**config.mk**
```make
export PLATFORM = sky130hd
export DESIGN_NAME = spisc_top
export DESIGN_NICKNAME = d
export VERILOG_FILES = /design/src/rtl/spisc_pkg.sv /design/src/rtl/spisc_top.sv
export VERILOG_INCLUDE_DIRS = /design/src /design/src/rtl
export SDC_FILE = /design/constraint.sdc
export NUM_CORES = 1
export LEC_CHECK = 0
export ABC_AREA = 1
export BUFFER_PORTS_ARGS = -buffer_cell sky130_fd_sc_hd__buf_2
export CORE_UTILIZATION = 30
export CTS_CLUSTER_DIAMETER = 80
export DETAILED_ROUTE_END_ITERATION = 8
export GPL_TIMING_DRIVEN = 0
export PLACE_DENSITY = 0.5
export SYNTH_ARGS = -nofsm -noshare
export SYNTH_HDL_FRONTEND = slang
export SYNTH_SLANG_ARGS = --single-unit
```
**constraint.sdc**
```tcl
create_clock -name core_clk -period 2.3 [get_ports core_clk]
set_clock_uncertainty 0.15 [all_clocks]
set_input_delay 0.23 -clock core_clk [delete_from_list [all_inputs] [get_ports core_clk]]
set_output_delay 0.23 -clock core_clk [all_outputs]
set_load 0.01 [all_outputs]
```
**src/rtl/spisc_params.svh**
```systemverilog
// Offsets, field positions, reset values and divider counts of the serial port.
// Assumes inclusion by bare name from the package, the top module and the bench.
`ifndef SPISC_PARAMS_SVH
`define SPISC_PARAMS_SVH

// Register byte addresses on the APB
`define SPISC_OFS_CTRL 12'h02C
`define SPISC_OFS_STAT 12'h030
`define SPISC_OFS_DATA 12'h034
`define SPISC_OFS_PINS 12'h038
`define SPISC_OFS_ISTAT 12'h03C
`define SPISC_OFS_IMASK 12'h040
`define SPISC_OFS_GIE 12'h044

// Control register fields
`define SPISC_CTRL_IRQEN 7
`define SPISC_CTRL_EN 6
`define SPISC_CTRL_LSB 5
`define SPISC_CTRL_MASTER_SELECT_BIT 4
`define SPISC_CTRL_CLOCK_IDLE_POLARITY 3
`define SPISC_CTRL_CLOCK_SAMPLE_PHASE 2

// Status register fields
`define SPISC_STAT_DONE 7
`define SPISC_STAT_DBL 0

// Pin register fields: direction bits 3..0, output values 7..4
`define SPISC_PIN_MOSI 0
`define SPISC_PIN_MISO 1
`define SPISC_PIN_SCK 2
`define SPISC_PIN_SS 3
`define SPISC_PIN_OUT 4

// Event bits of the interrupt status and mask registers
`define SPISC_EVT_DONE 0
`define SPISC_EVT_FAULT 1

// Reset values
`define SPISC_RST_CTRL 8'h00
`define SPISC_RST_PINS 8'h00

// Half periods of the master clock in system cycles, per {double, rate}
`define SPISC_HALF_0 6'h02
`define SPISC_HALF_1 6'h08
`define SPISC_HALF_2 6'h20
`define SPISC_HALF_3 6'h40
`define SPISC_HALF_4 6'h01
`define SPISC_HALF_5 6'h04
`define SPISC_HALF_6 6'h10
`define SPISC_HALF_7 6'h20

// Index of the last clock edge in one byte
`define SPISC_LAST_EDGE 4'hF

`endif

```
**src/rtl/spisc_pkg.sv**
```systemverilog
// Types of the serial port: master sequencer states and the module state.
// Assumes the params header sits on the include path.
package spisc_pkg;
   `include "spisc_params.svh"

   // One-hot master sequencer
   typedef enum logic [1:0] {
      SPISC_IDLE = 2'b01,
      SPISC_RUN = 2'b10
   } spisc_mst_t;

   // Pin outputs with enables
   typedef struct packed {
      logic mosiOut;
      logic mosiOe;
      logic misoOut;
      logic misoOe;
      logic sckOut;
      logic sckOe;
      logic ssOut;
      logic ssOe;
   } spisc_pins_t;

   // Whole state of the top module
   typedef struct packed {
      logic [7:0] ctrl;
      logic dbl;
      logic done;
      logic armed;
      logic [7:0] pinCfg;
      logic [1:0] iStat;
      logic [1:0] iMask;
      logic gie;
      logic [7:0] txHold;
      logic [7:0] shift;
      logic [7:0] rxBuf;
      logic [2:0] bitCnt;
      logic [3:0] edgeCnt;
      logic [5:0] divCnt;
      logic sckGen;
      spisc_mst_t mst;
      logic sckPrev;
      logic ssPrev;
      logic pready;
      logic pslverr;
      logic [31:0] prdata;
      logic irq;
      spisc_pins_t pins;
   } spisc_state_t;
endpackage

```
**src/rtl/spisc_top.sv**
```systemverilog
// Serial peripheral port with slave-select handling, APB registers and interrupt.
// Assumes pin inputs synchronous to core_clk and a pad ring that resolves enables.
//
// Contract
// - Slave mode keeps select pin an input.
// - Selected slave drives data-out only if configured.
// - Deselected slave: all pins inputs, ignores data.
// - Select rise resets counter, drops partial byte.
// - Master select output is plain GPIO.
// - Select low in master, with select an input, forces slave mode.
// - Forced slave sets done flag, may interrupt.
// - Enable bit plus global enable request interrupt.
// - No serial operation unless port enabled.
// - Bit-order control picks LSB or MSB first.
// - Polarity sets idle level, phase sample edge.
// - Rate bits and double bit divide master clock.
//
// The APB register port was decided locally.
`timescale 1ns/10ps
`include "spisc_params.svh"

module spisc_top (
   // Clock and reset
   input wire logic core_clk,
   input wire logic arst_n,
   // APB slave
   input wire logic psel,
   input wire logic penable,
   input wire logic pwrite,
   input wire logic [11:0] paddr,
   input wire logic [31:0] pwdata,
   output logic [31:0] prdata,
   output logic pready,
   output logic pslverr,
   // Serial pins
   input wire logic mosiIn,
   input wire logic misoIn,
   input wire logic sckIn,
   input wire logic ssIn,
   output spisc_pkg::spisc_pins_t pins,
   // Interrupt
   output logic irq
);
   import spisc_pkg::*;

   // ************************************************************
   // Helpers
   // ************************************************************

   // Half period of the master clock from double and rate bits
   function automatic logic [5:0] halfOf(input logic [2:0] sel);
      logic [5:0] h;
      h = `SPISC_HALF_0;
      unique case (sel)
         3'h0: h = `SPISC_HALF_0;
         3'h1: h = `SPISC_HALF_1;
         3'h2: h = `SPISC_HALF_2;
         3'h3: h = `SPISC_HALF_3;
         3'h4: h = `SPISC_HALF_4;
         3'h5: h = `SPISC_HALF_5;
         3'h6: h = `SPISC_HALF_6;
         3'h7: h = `SPISC_HALF_7;
      endcase
      return h;
   endfunction

   // Shift one bit in at the end that leaves last
   function automatic logic [7:0] shiftIn(input logic [7:0] s, input logic b, input logic lsb);
      return lsb ? {b, s[7:1]} : {s[6:0], b};
   endfunction

   spisc_state_t r;
   spisc_state_t n;

   // Decoded control bits of the current state
   logic en, master_select_bit, lsb, clock_idle_polarity, clock_sample_phase;
   logic ssIsIn, fault, setup, access, wrEn, rdEn;
   logic sckRise, sckFall, slvSample, txBit;
   logic [5:0] half;

   // Bit-order, polarity, phase and rate selection
   assign en = r.ctrl[`SPISC_CTRL_EN];
   assign master_select_bit = r.ctrl[`SPISC_CTRL_MASTER_SELECT_BIT];
   assign lsb = r.ctrl[`SPISC_CTRL_LSB];
   assign clock_idle_polarity = r.ctrl[`SPISC_CTRL_CLOCK_IDLE_POLARITY];
   assign clock_sample_phase = r.ctrl[`SPISC_CTRL_CLOCK_SAMPLE_PHASE];
   assign half = halfOf({r.dbl, r.ctrl[1:0]});
   assign txBit = lsb ? r.shift[0] : r.shift[7];
   assign ssIsIn = !r.pinCfg[`SPISC_PIN_SS];

   // Another master pulls our select low while we are master
   assign fault = en && master_select_bit && ssIsIn && !ssIn;

   // Slave edge detection on the sampled clock pin
   assign sckRise = sckIn && !r.sckPrev;
   assign sckFall = !sckIn && r.sckPrev;
   assign slvSample = clock_sample_phase ? (clock_idle_polarity ? sckRise : sckFall) : (clock_idle_polarity ? sckFall : sckRise);

   // APB phases; one wait-free access cycle after setup
   assign setup = psel && !penable;
   assign access = psel && penable && r.pready;
   assign wrEn = access && pwrite;
   assign rdEn = access && !pwrite;

   // ************************************************************
   // Next state
   // ************************************************************

   // All register, shifter, sequencer and pin logic in one pass
   always_comb begin
      logic [7:0] rdv;
      logic hit;
      logic doneSet;
      logic outHold;
      rdv = 8'h00;
      hit = 1'b1;
      doneSet = 1'b0;
      outHold = 1'b0;
      n = r;
      n.sckPrev = sckIn;
      n.ssPrev = ssIn;

      // Register writes take effect at the accepted access edge
      if (wrEn) begin
         unique case (paddr)
            `SPISC_OFS_CTRL: n.ctrl = pwdata[7:0];
            `SPISC_OFS_STAT: n.dbl = pwdata[`SPISC_STAT_DBL];
            `SPISC_OFS_PINS: n.pinCfg = pwdata[7:0];
            `SPISC_OFS_ISTAT: n.iStat = r.iStat & ~pwdata[1:0];
            `SPISC_OFS_IMASK: n.iMask = pwdata[1:0];
            `SPISC_OFS_GIE: n.gie = pwdata[0];
            `SPISC_OFS_DATA: begin
               n.txHold = pwdata[7:0];
               // Master start only when idle; a busy write only updates the holding byte
               if (en && master_select_bit && r.mst == SPISC_IDLE) begin
                  n.shift = pwdata[7:0];
                  n.mst = SPISC_RUN;
                  n.divCnt = 6'h00;
                  n.edgeCnt = 4'h0;
                  n.bitCnt = 3'h0;
               end else if (!master_select_bit && (ssIn || r.bitCnt == 3'h0)) begin
                  n.shift = pwdata[7:0];
               end
            end
            default: ;
         endcase
      end

      // Status read arms the flag clear; the next data access clears it
      if (rdEn && paddr == `SPISC_OFS_STAT && r.done) begin
         n.armed = 1'b1;
      end
      if (access && paddr == `SPISC_OFS_DATA && r.armed) begin
         n.done = 1'b0;
         n.armed = 1'b0;
      end

      // Master clock generator and shifter
      if (!en) begin
         n.mst = SPISC_IDLE;
         n.sckGen = 1'b0;
         n.bitCnt = 3'h0;
      end else if (r.mst == SPISC_RUN) begin
         if (r.divCnt == half - 6'h01) begin
            n.divCnt = 6'h00;
            n.sckGen = !r.sckGen;
            // Even edges lead, odd edges trail
            if (r.edgeCnt[0] == clock_sample_phase) begin
               n.shift = shiftIn(n.shift, misoIn, lsb);
               n.bitCnt = r.bitCnt + 3'h1;
               outHold = 1'b1;
            end
            if (r.edgeCnt == `SPISC_LAST_EDGE) begin
               n.mst = SPISC_IDLE;
               n.rxBuf = n.shift;
               doneSet = 1'b1;
            end else begin
               n.edgeCnt = r.edgeCnt + 4'h1;
            end
         end else begin
            n.divCnt = r.divCnt + 6'h01;
         end
      end

      // Slave shifter, only while selected
      if (en && !master_select_bit) begin
         if (ssIn && !r.ssPrev) begin
            n.bitCnt = 3'h0;
            n.shift = r.txHold;
         end else if (!ssIn && slvSample) begin
            n.shift = shiftIn(r.shift, mosiIn, lsb);
            n.bitCnt = r.bitCnt + 3'h1;
            outHold = 1'b1;
            if (r.bitCnt == 3'h7) begin
               n.rxBuf = shiftIn(r.shift, mosiIn, lsb);
               n.shift = r.txHold;
               doneSet = 1'b1;
            end
         end
      end

      // Mode fault: drop to slave, stop the clock, lose the byte
      if (fault) begin
         n.ctrl[`SPISC_CTRL_MASTER_SELECT_BIT] = 1'b0;
         n.mst = SPISC_IDLE;
         n.sckGen = 1'b0;
         n.bitCnt = 3'h0;
         n.shift = r.txHold;
         n.iStat[`SPISC_EVT_FAULT] = 1'b1;
         doneSet = 1'b1;
      end

      // Hardware set wins over any clear in the same cycle
      if (doneSet) begin
         n.done = 1'b1;
         n.iStat[`SPISC_EVT_DONE] = 1'b1;
      end

      // Interrupt: done flag with interrupt enable bit and global enable, plus masked sticky events
      n.irq = (n.gie && n.ctrl[`SPISC_CTRL_IRQEN] && n.done) || |(n.iStat & n.iMask);

      // Pin directions follow the mode of the next state
      n.pins.ssOut = n.pinCfg[`SPISC_PIN_OUT + `SPISC_PIN_SS];
      n.pins.mosiOut = n.pinCfg[`SPISC_PIN_OUT + `SPISC_PIN_MOSI];
      n.pins.misoOut = n.pinCfg[`SPISC_PIN_OUT + `SPISC_PIN_MISO];
      n.pins.sckOut = n.pinCfg[`SPISC_PIN_OUT + `SPISC_PIN_SCK];
      n.pins.mosiOe = n.pinCfg[`SPISC_PIN_MOSI];
      n.pins.misoOe = n.pinCfg[`SPISC_PIN_MISO];
      n.pins.sckOe = n.pinCfg[`SPISC_PIN_SCK];
      n.pins.ssOe = n.pinCfg[`SPISC_PIN_SS];
      if (n.ctrl[`SPISC_CTRL_EN] && n.ctrl[`SPISC_CTRL_MASTER_SELECT_BIT]) begin
         // Select stays general purpose in master mode
         n.pins.ssOe = n.pinCfg[`SPISC_PIN_SS];
         n.pins.misoOe = 1'b0;
         // Out bit holds through a sample edge so the partner never samples it mid-change
         n.pins.mosiOut = outHold ? r.pins.mosiOut : (n.ctrl[`SPISC_CTRL_LSB] ? n.shift[0] : n.shift[7]);
         n.pins.sckOut = n.ctrl[`SPISC_CTRL_CLOCK_IDLE_POLARITY] ^ n.sckGen;
      end else if (n.ctrl[`SPISC_CTRL_EN]) begin
         n.pins.ssOe = 1'b0;
         n.pins.mosiOe = 1'b0;
         n.pins.sckOe = 1'b0;
         n.pins.misoOe = !ssIn && n.pinCfg[`SPISC_PIN_MISO];
         n.pins.misoOut = outHold ? r.pins.misoOut : (n.ctrl[`SPISC_CTRL_LSB] ? n.shift[0] : n.shift[7]);
      end

      // Read data is prepared during setup so it is valid in the access cycle
      unique case (paddr)
         `SPISC_OFS_CTRL: rdv = r.ctrl;
         `SPISC_OFS_STAT: rdv = {r.done, 6'h00, r.dbl};
         `SPISC_OFS_DATA: rdv = r.rxBuf;
         `SPISC_OFS_PINS: rdv = r.pinCfg;
         `SPISC_OFS_ISTAT: rdv = {6'h00, r.iStat};
         `SPISC_OFS_IMASK: rdv = {6'h00, r.iMask};
         `SPISC_OFS_GIE: rdv = {7'h00, r.gie};
         default: hit = 1'b0;
      endcase
      n.pready = setup;
      n.pslverr = setup && !hit;
      n.prdata = setup ? {24'h000000, rdv} : 32'h00000000;
   end

   // ************************************************************
   // State register
   // ************************************************************

   // Single state flop; outputs come straight from it
   always_ff @(posedge core_clk or negedge arst_n) begin
      if (!arst_n) begin
         r <= '0;
         r.ctrl <= `SPISC_RST_CTRL;
         r.pinCfg <= `SPISC_RST_PINS;
         r.mst <= SPISC_IDLE;
         // Select idles high; a low start value would fake a rise
         r.ssPrev <= 1'b1;
      end else begin
         r <= n;
      end
   end

   assign prdata = r.prdata;
   assign pready = r.pready;
   assign pslverr = r.pslverr;
   assign pins = r.pins;
   assign irq = r.irq;
endmodule

```
### After elaboration in Yosys (flattened, before gate mapping)

Memories as Yosys holds them, arrays and structs flattened.
Index checks and enable logic that the tools add are counted.

* $add $sub $neg: 4
* eq/ne operators: 15
* multiplexer cells: 83
* bitwise logic cells: 4
* reductions and logical operators: 43

Operators by type and width (number)
* 8-bit two-way mux: 15
* 12-bit by 6-bit equality test with 1-bit output (second input constant): 5
* 8-bit one-hot mux with 7 select lines: 1
* 16-bit two-way mux: 3
* 13-bit two-way mux: 3
* 19-bit two-way mux: 2
* 1-bit two-way mux: 36
* 32-bit two-way mux: 1
* 29-bit two-way mux: 1
* 12-bit by 7-bit equality test with 1-bit output (second input constant): 2
* 1-bit logical AND: 24
* 3-bit two-way mux: 8
* 23-bit two-way mux: 1
* 2-bit two-way mux: 8
* 1-bit zero test: 10
* 10-bit two-way mux: 1
* 9-bit two-way mux: 1
* 7-bit OR reduction: 1
* 6-bit by 1-bit adder with 6-bit output (second input constant): 1
* 6-bit equality test: 1
* 6-bit two-way mux: 1
* 2-bit AND reduction: 3
* 6-bit by 1-bit subtractor with 6-bit output (second input constant): 1
* 4-bit by 1-bit adder with 4-bit output (second input constant): 1
* other kinds (16): 18

* register bits: 85
* memory bits (read-only): 48
* input port bits: 53
* output and inout port bits: 43
* word-level logic and storage cells: 181
* memories kept: 1

Memories
* (name not given): words 8, bits a word 6, read ports 1, clocked after memory_dff 0, wr ports 0, RTL line spisc_top.sv:54 `unique case (sel)`

### Depth between registers and ports, before layout

* word-level depth: 25
* gate-level depth with buffers: 18
* gate-level depth less buffers: 17

### Least setup slack after synthesis

No wires, ideal clock.

* kind: register to register
* start point: register r[102] in the netlist's numbering
* end point: register r[63] in the netlist's numbering
* library setup time: 123 ps
* data arrival time: 2050 ps
* required time: 2027 ps
* slack: -23 ps
* stages on the path, launching flop included: 17
* path buffers: 1
* clock period less this slack: 2323 ps
* cell sequence: dfrtp_1 -> buf_4 -> inv_2 -> nand3_1 -> ha_1 -> nand2_1 -> inv_1 -> nor2_1 -> nand3_1 -> nor2_2 -> nand3_4 -> nor2_8 -> nand2_4 -> clkinv_2 -> o21ai_1 -> o21ai_1 -> o21ai_1

RTL lines
* start: declaration: RTL line spisc_top.sv:72 `spisc_state_t r;`
* start signal: assignment: RTL line spisc_top.sv:276 `r <= n;`

### Worst setup path in the final report

* start point: register r[101] in the netlist's numbering
* end point: register r, in the netlist pins[5]

* cells in the longest elaborated chain, start to end: 14
* elaborated cells between the ends (all ways): 21

Ends and longest elaborated chain
* memory read 8 x 6 bit *
* 6-bit by 1-bit subtractor with 6-bit output *: RTL line spisc_top.sv:164 `if (r.divCnt == half - 6'h01) begin`
* 6-bit equality test *: RTL line spisc_top.sv:164
* 23-bit two-way mux: RTL line spisc_top.sv:164
* 32-bit two-way mux: RTL line spisc_top.sv:163 `end else if (r.mst == SPISC_RUN) begin`
* 16-bit two-way mux: RTL line spisc_top.sv:159 `if (!en) begin`
* 19-bit two-way mux: RTL line spisc_top.sv:190 `end else if (!ssIn && slvSample) begin`
* 8-bit two-way mux: RTL line spisc_top.sv:187 `if (ssIn && !r.ssPrev) begin`
* 19-bit two-way mux: RTL line spisc_top.sv:186 `if (en && !master_select_bit) begin`
* 8-bit two-way mux: RTL line spisc_top.sv:203 `if (fault) begin`
* 1-bit two-way mux (2 in a row): RTL line spisc_top.sv:243 `` n.pins.misoOut = outHold ? r.pins.misoOut : (n.ctrl[`SPISC_CTRL_LSB] ? n.shift[0] : n.shift[7]); ``
* 3-bit two-way mux: RTL line spisc_top.sv:238 `` end else if (n.ctrl[`SPISC_CTRL_EN]) begin ``
* 2-bit two-way mux: RTL line spisc_top.sv:231 `` if (n.ctrl[`SPISC_CTRL_EN] && n.ctrl[`SPISC_CTRL_MASTER_SELECT_BIT]) begin ``

Every way passes the cells marked *; elsewhere a longest branch is shown, timed or not. The select of a mux whose other input is x is not followed.
A chain may end at the register's enable or synchronous reset.

==> metrics.cfg <==
[run_status]
outcome=complete, but fails checks
violations=setup timing

[yosys]
synthesis.instances=695
synth.yosys.warnings=0
synth_seq_area_share_pct=39.88
postSynthRegisterBits=84
post-synth-top-area-fraction_pct=38.88
synth_top_cells_by_area=sky130_fd_sc_hd__dfrtp_1 39%, sky130_fd_sc_hd__nand2_1 11%, sky130_fd_sc_hd__o21ai_0 6.2%
syn-cell-area_um2=5278
avgSynthCellArea_um2=7.594
number_of_enable_flip_flop_cells_after_synthesis=0
synth_top_cell_by_area=sky130_fd_sc_hd__dfrtp_1
synth-main-ff-cell=sky130_fd_sc_hd__dfrtp_1
async_flop_share_pct=100.0
yosys.cell_types.count=52

[critical_path]
crit_type=reg2reg
critical_path.reg2reg.endpoint=pins[5]$_DFFE_PN0P_
worstPathRequired_ns=2.43
crit_path_end_kind=flop
start_kind=flop
r2r_slack_ns=-0.14
timing.critical_path.arrival_ns=2.57
worstPathMaxFanout=4
worst_reg2reg_startpoint=r[101]$_DFFE_PN0P_
timing.reg2reg.worst_path_depth=16

[pwr]
switching_share_pct=27.65
cellLeakagePower_uw=0.003401
worst_ir_drop_vdd_uv=329.4
power-per-cell-area_nw_per_um2=517.9
share_clk_of_total_power_pct=41.6
seq_power_share_pct=44.2
p_int_uw=2548
power.share.combinational_pct=14.1
switching_power_uw=973.7

[layout]
layout_commonest_cell=sky130_fd_sc_hd__nand2_1
drive_above_1_share_pct=29.40
layout.cells.non_filler=1038
area_growth_syn_to_layout_pct=28.83
net_count_reported_at_finish=867
design_area_um2=6799
fillerInstances=1781
top_library_cells_by_usage_in_the_layout_fill_and_taps_aside=151 x sky130_fd_sc_hd__nand2_1, 79 x sky130_fd_sc_hd__dfrtp_1, 76 x sky130_fd_sc_hd__inv_1, 58 x sky130_fd_sc_hd__buf_4, 57 x sky130_fd_sc_hd__o21ai_0
number_of_antenna_diodes=0

[sta]
setup_ws_ns=-0.1364
hold_viol=0
fin_hold_ws_ns=0.01839
slew_hr_pct=64.41
grt_setup_unrepaired=true
maxClockFrequency_mhz=410.4
timing.final.max_slew_violations=0
tightestPinTransition_ns=0.5283
setup_viol=26
fin_crit_ns=2.436
fin_crit_sh_pct=105.9

[global_route]
maximum_number_of_pins_on_one_net_before_global_route_repair=64
number_of_global_route_vias_before_repair=4468
grt_antenna_before_repair=0
wire_length_of_the_first_global_routing_pass_mm=24.56
grt.overflow.total=0
globalRouteTotalUtil_pct=17.86

[clock_network]
cts_tree=built
clkSlewWorstSetupHoldPaths_ns=0.06
worst_skew_pair_later_pin_latency_ns=0.35
cts.root.buffer_cell=sky130_fd_sc_hd__clkbuf_16
cts_num_sinks=84
ctsHtreeMaxLevel=3
number_of_buffers_created_by_cts=9
clk_path_buf_depth=2

[placed_design]
place.detailed.hpwl_mm=11.83
gp_congestion=0.8963
placed_cell_area_um2=5934
numPlacedInstances=991
port_buffers=47
place_ws_ns=-0.3487

[drt]
routed_wirelength_mm=15.71
dr.pass1.iters=6
drt_drc_violations_left=0
detail-route-antenna-nets=0
route.detailed.vias_per_inst=4.718
routed_wire_length_per_instance_um=15.14
via_count=4897
first_iter_violations=352

[floorplanning]
coreArea_um2=17240
overall_die_area_um2=18130
initial_util_pct=30.62
chipWidth_um=134.6
die_h_um=134.6
num_rows=48
i_o_pin_total=96

[min_path]
start_point_of_the_worst_min_delay_path=penable
instance_count_along_the_most_critical_hold_path=4
hold_path.class=in2reg
hold-path-endpoint=pslverr$_DFF_PN0_

[flow_run]
max-cap-violations=0

-- cell type report --
class | instances | area (µm²) | share of cell area (%)
multi-input combinational | 492 | 2820 | 41.48
sequential | 84 | 2108 | 31.01
timing repair buffer | 78 | 551.8 | 8.116
inverter | 90 | 371.6 | 5.466
buffer | 52 | 357.8 | 5.263
tap | 225 | 281.5 | 4.141
clock buffer | 9 | 225.2 | 3.312
clock inverter | 7 | 76.32 | 1.123
timing repair inverter | 1 | 6.256 | 0.09201
-- metrics by stage --
step           TNS (ns)  util, %  power (µW)
5_1_grt          -4.743    39.45        3681
6_report         -1.941    39.45        3522
4_1_cts          -1.168    37.90        3549
3_5_place_dp     -5.933    34.43        2037
3_3_place_gp     -5.778    34.26        2035
2_1_floorplan         0        -        1863
-- critical path: stages (launching register included) --
cell and delay, ns:
sky130_fd_sc_hd__dfrtp_2 0.43, sky130_fd_sc_hd__inv_4 0.09, sky130_fd_sc_hd__nand3_4 0.09, sky130_fd_sc_hd__ha_4 0.30
sky130_fd_sc_hd__nor2_2 0.04, sky130_fd_sc_hd__nor2_2 0.11, sky130_fd_sc_hd__nand3_1 0.09, sky130_fd_sc_hd__nor2_2 0.16
sky130_fd_sc_hd__nand3_4 0.15, sky130_fd_sc_hd__nor2_8 0.20, sky130_fd_sc_hd__buf_12 0.13, sky130_fd_sc_hd__nand3_2 0.06
sky130_fd_sc_hd__nand3_2 0.11, sky130_fd_sc_hd__nand2_2 0.07, sky130_fd_sc_hd__nand3_2 0.08, sky130_fd_sc_hd__nand3_2 0.07
sky130_fd_sc_hd__nand2_1 0.06
-- cell usage after synthesis, types with 3 or more instances --
master                     instances
sky130_fd_sc_hd__buf_2             4
sky130_fd_sc_hd__nand3_2           4
sky130_fd_sc_hd__a22oi_1           3
sky130_fd_sc_hd__xnor2_1           4
sky130_fd_sc_hd__nand4_1           9
sky130_fd_sc_hd__o21ai_2           8
sky130_fd_sc_hd__dfrtp_1          82
sky130_fd_sc_hd__clkbuf_1          7
sky130_fd_sc_hd__a21oi_1          13
sky130_fd_sc_hd__inv_1            80
sky130_fd_sc_hd__nand3_1          53
sky130_fd_sc_hd__nor2_8            3
sky130_fd_sc_hd__a32o_1            3
sky130_fd_sc_hd__o21ai_0          65
sky130_fd_sc_hd__inv_2             8
sky130_fd_sc_hd__xor2_1            4
sky130_fd_sc_hd__a31oi_1          11
sky130_fd_sc_hd__ha_1              6
sky130_fd_sc_hd__nand2_4           4
sky130_fd_sc_hd__o21ai_1          22
sky130_fd_sc_hd__buf_4            41
sky130_fd_sc_hd__nand2_1         160
sky130_fd_sc_hd__nor2_1           43
sky130_fd_sc_hd__o21a_1            3
sky130_fd_sc_hd__nor2_2            7
sky130_fd_sc_hd__nor2_4            3
sky130_fd_sc_hd__nand2_2           8
sky130_fd_sc_hd__nor3_1            5
sky130_fd_sc_hd__o22ai_1           4
-- repair_timing --
action                     CTS  global route
hold buffers                 4             0
gates resized for setup     30            52
setup buffers               16            10
gates cloned                 0             2
setup endpoints to repair   32            39
hold endpoints to repair    25             0
pin swaps                   13            18
-- sequential cells by signal, indices dropped and copies added, names as in the netlist --
signal,flops
r,61
master_select_bit,1
lsb,1
clock_sample_phase,1
irq,1
en,1
pslverr,1
pins,7
prdata,8
pready,1
clock_idle_polarity,1
-- layer usage --
layer / vias to the layer above / track usage, % / routed length, µm
met5: - / 0 / 0
met4: 0 / 5.119 / 322
met3: 20 / 3.904 / 783
met2: 144 / 27.12 / 7082
met1: 2279 / 25.35 / 7524
li1: 2454 / - / -
-- power groups by stage --
stage | sequential [µW] | clock, µW | combinational, µW
2_1_floorplan | 1570 | 0 | 290
3_5_place_dp | 1580 | 0 | 453
6_report | 1560 | 1470 | 498
3_3_place_gp | 1580 | 0 | 450
4_1_cts | 1560 | 1520 | 474
5_1_grt | 1560 | 1560 | 554
-- kinds of logic after synthesis --
| logic type | Yosys count | synth area share [%] |
|---|---|---|
| AOI/OAI and AO/OA | 143 | 15.86 |
| xor gates and xnor gates | 8 | 1.328 |
| buffers and inverters | 143 | 13.35 |
| muxes | 1 | 0.1897 |
| other | 1 | 0.07106 |
| DFF | 84 | 39.88 |
| and+or+nand+nor | 309 | 27.90 |
| adders and majority gates | 6 | 1.422 |
-- worst max path at each step --
| stage | start | to | slack (ns) |
|---|---|---|---|
| after floorplan | r[102]$_DFFE_PN0P_ | r[63]$_DFF_PN0_ | 0.007 |
| after global placement | r[101]$_DFFE_PN0P_ | pins[5]$_DFFE_PN0P_ | -0.33 |
| after detailed placement | r[101]$_DFFE_PN0P_ | irq$_DFF_PN0_ | -0.35 |
| after CTS | r[100]$_DFFE_PN0P_ | irq$_DFF_PN0_ | -0.12 |
| after global routing | r[101]$_DFFE_PN0P_ | pins[7]$_DFFE_PN0P_ | -0.26 |
| final | r[101]$_DFFE_PN0P_ | pins[5]$_DFFE_PN0P_ | -0.14 |
Power figures use the tool's default switching activity.
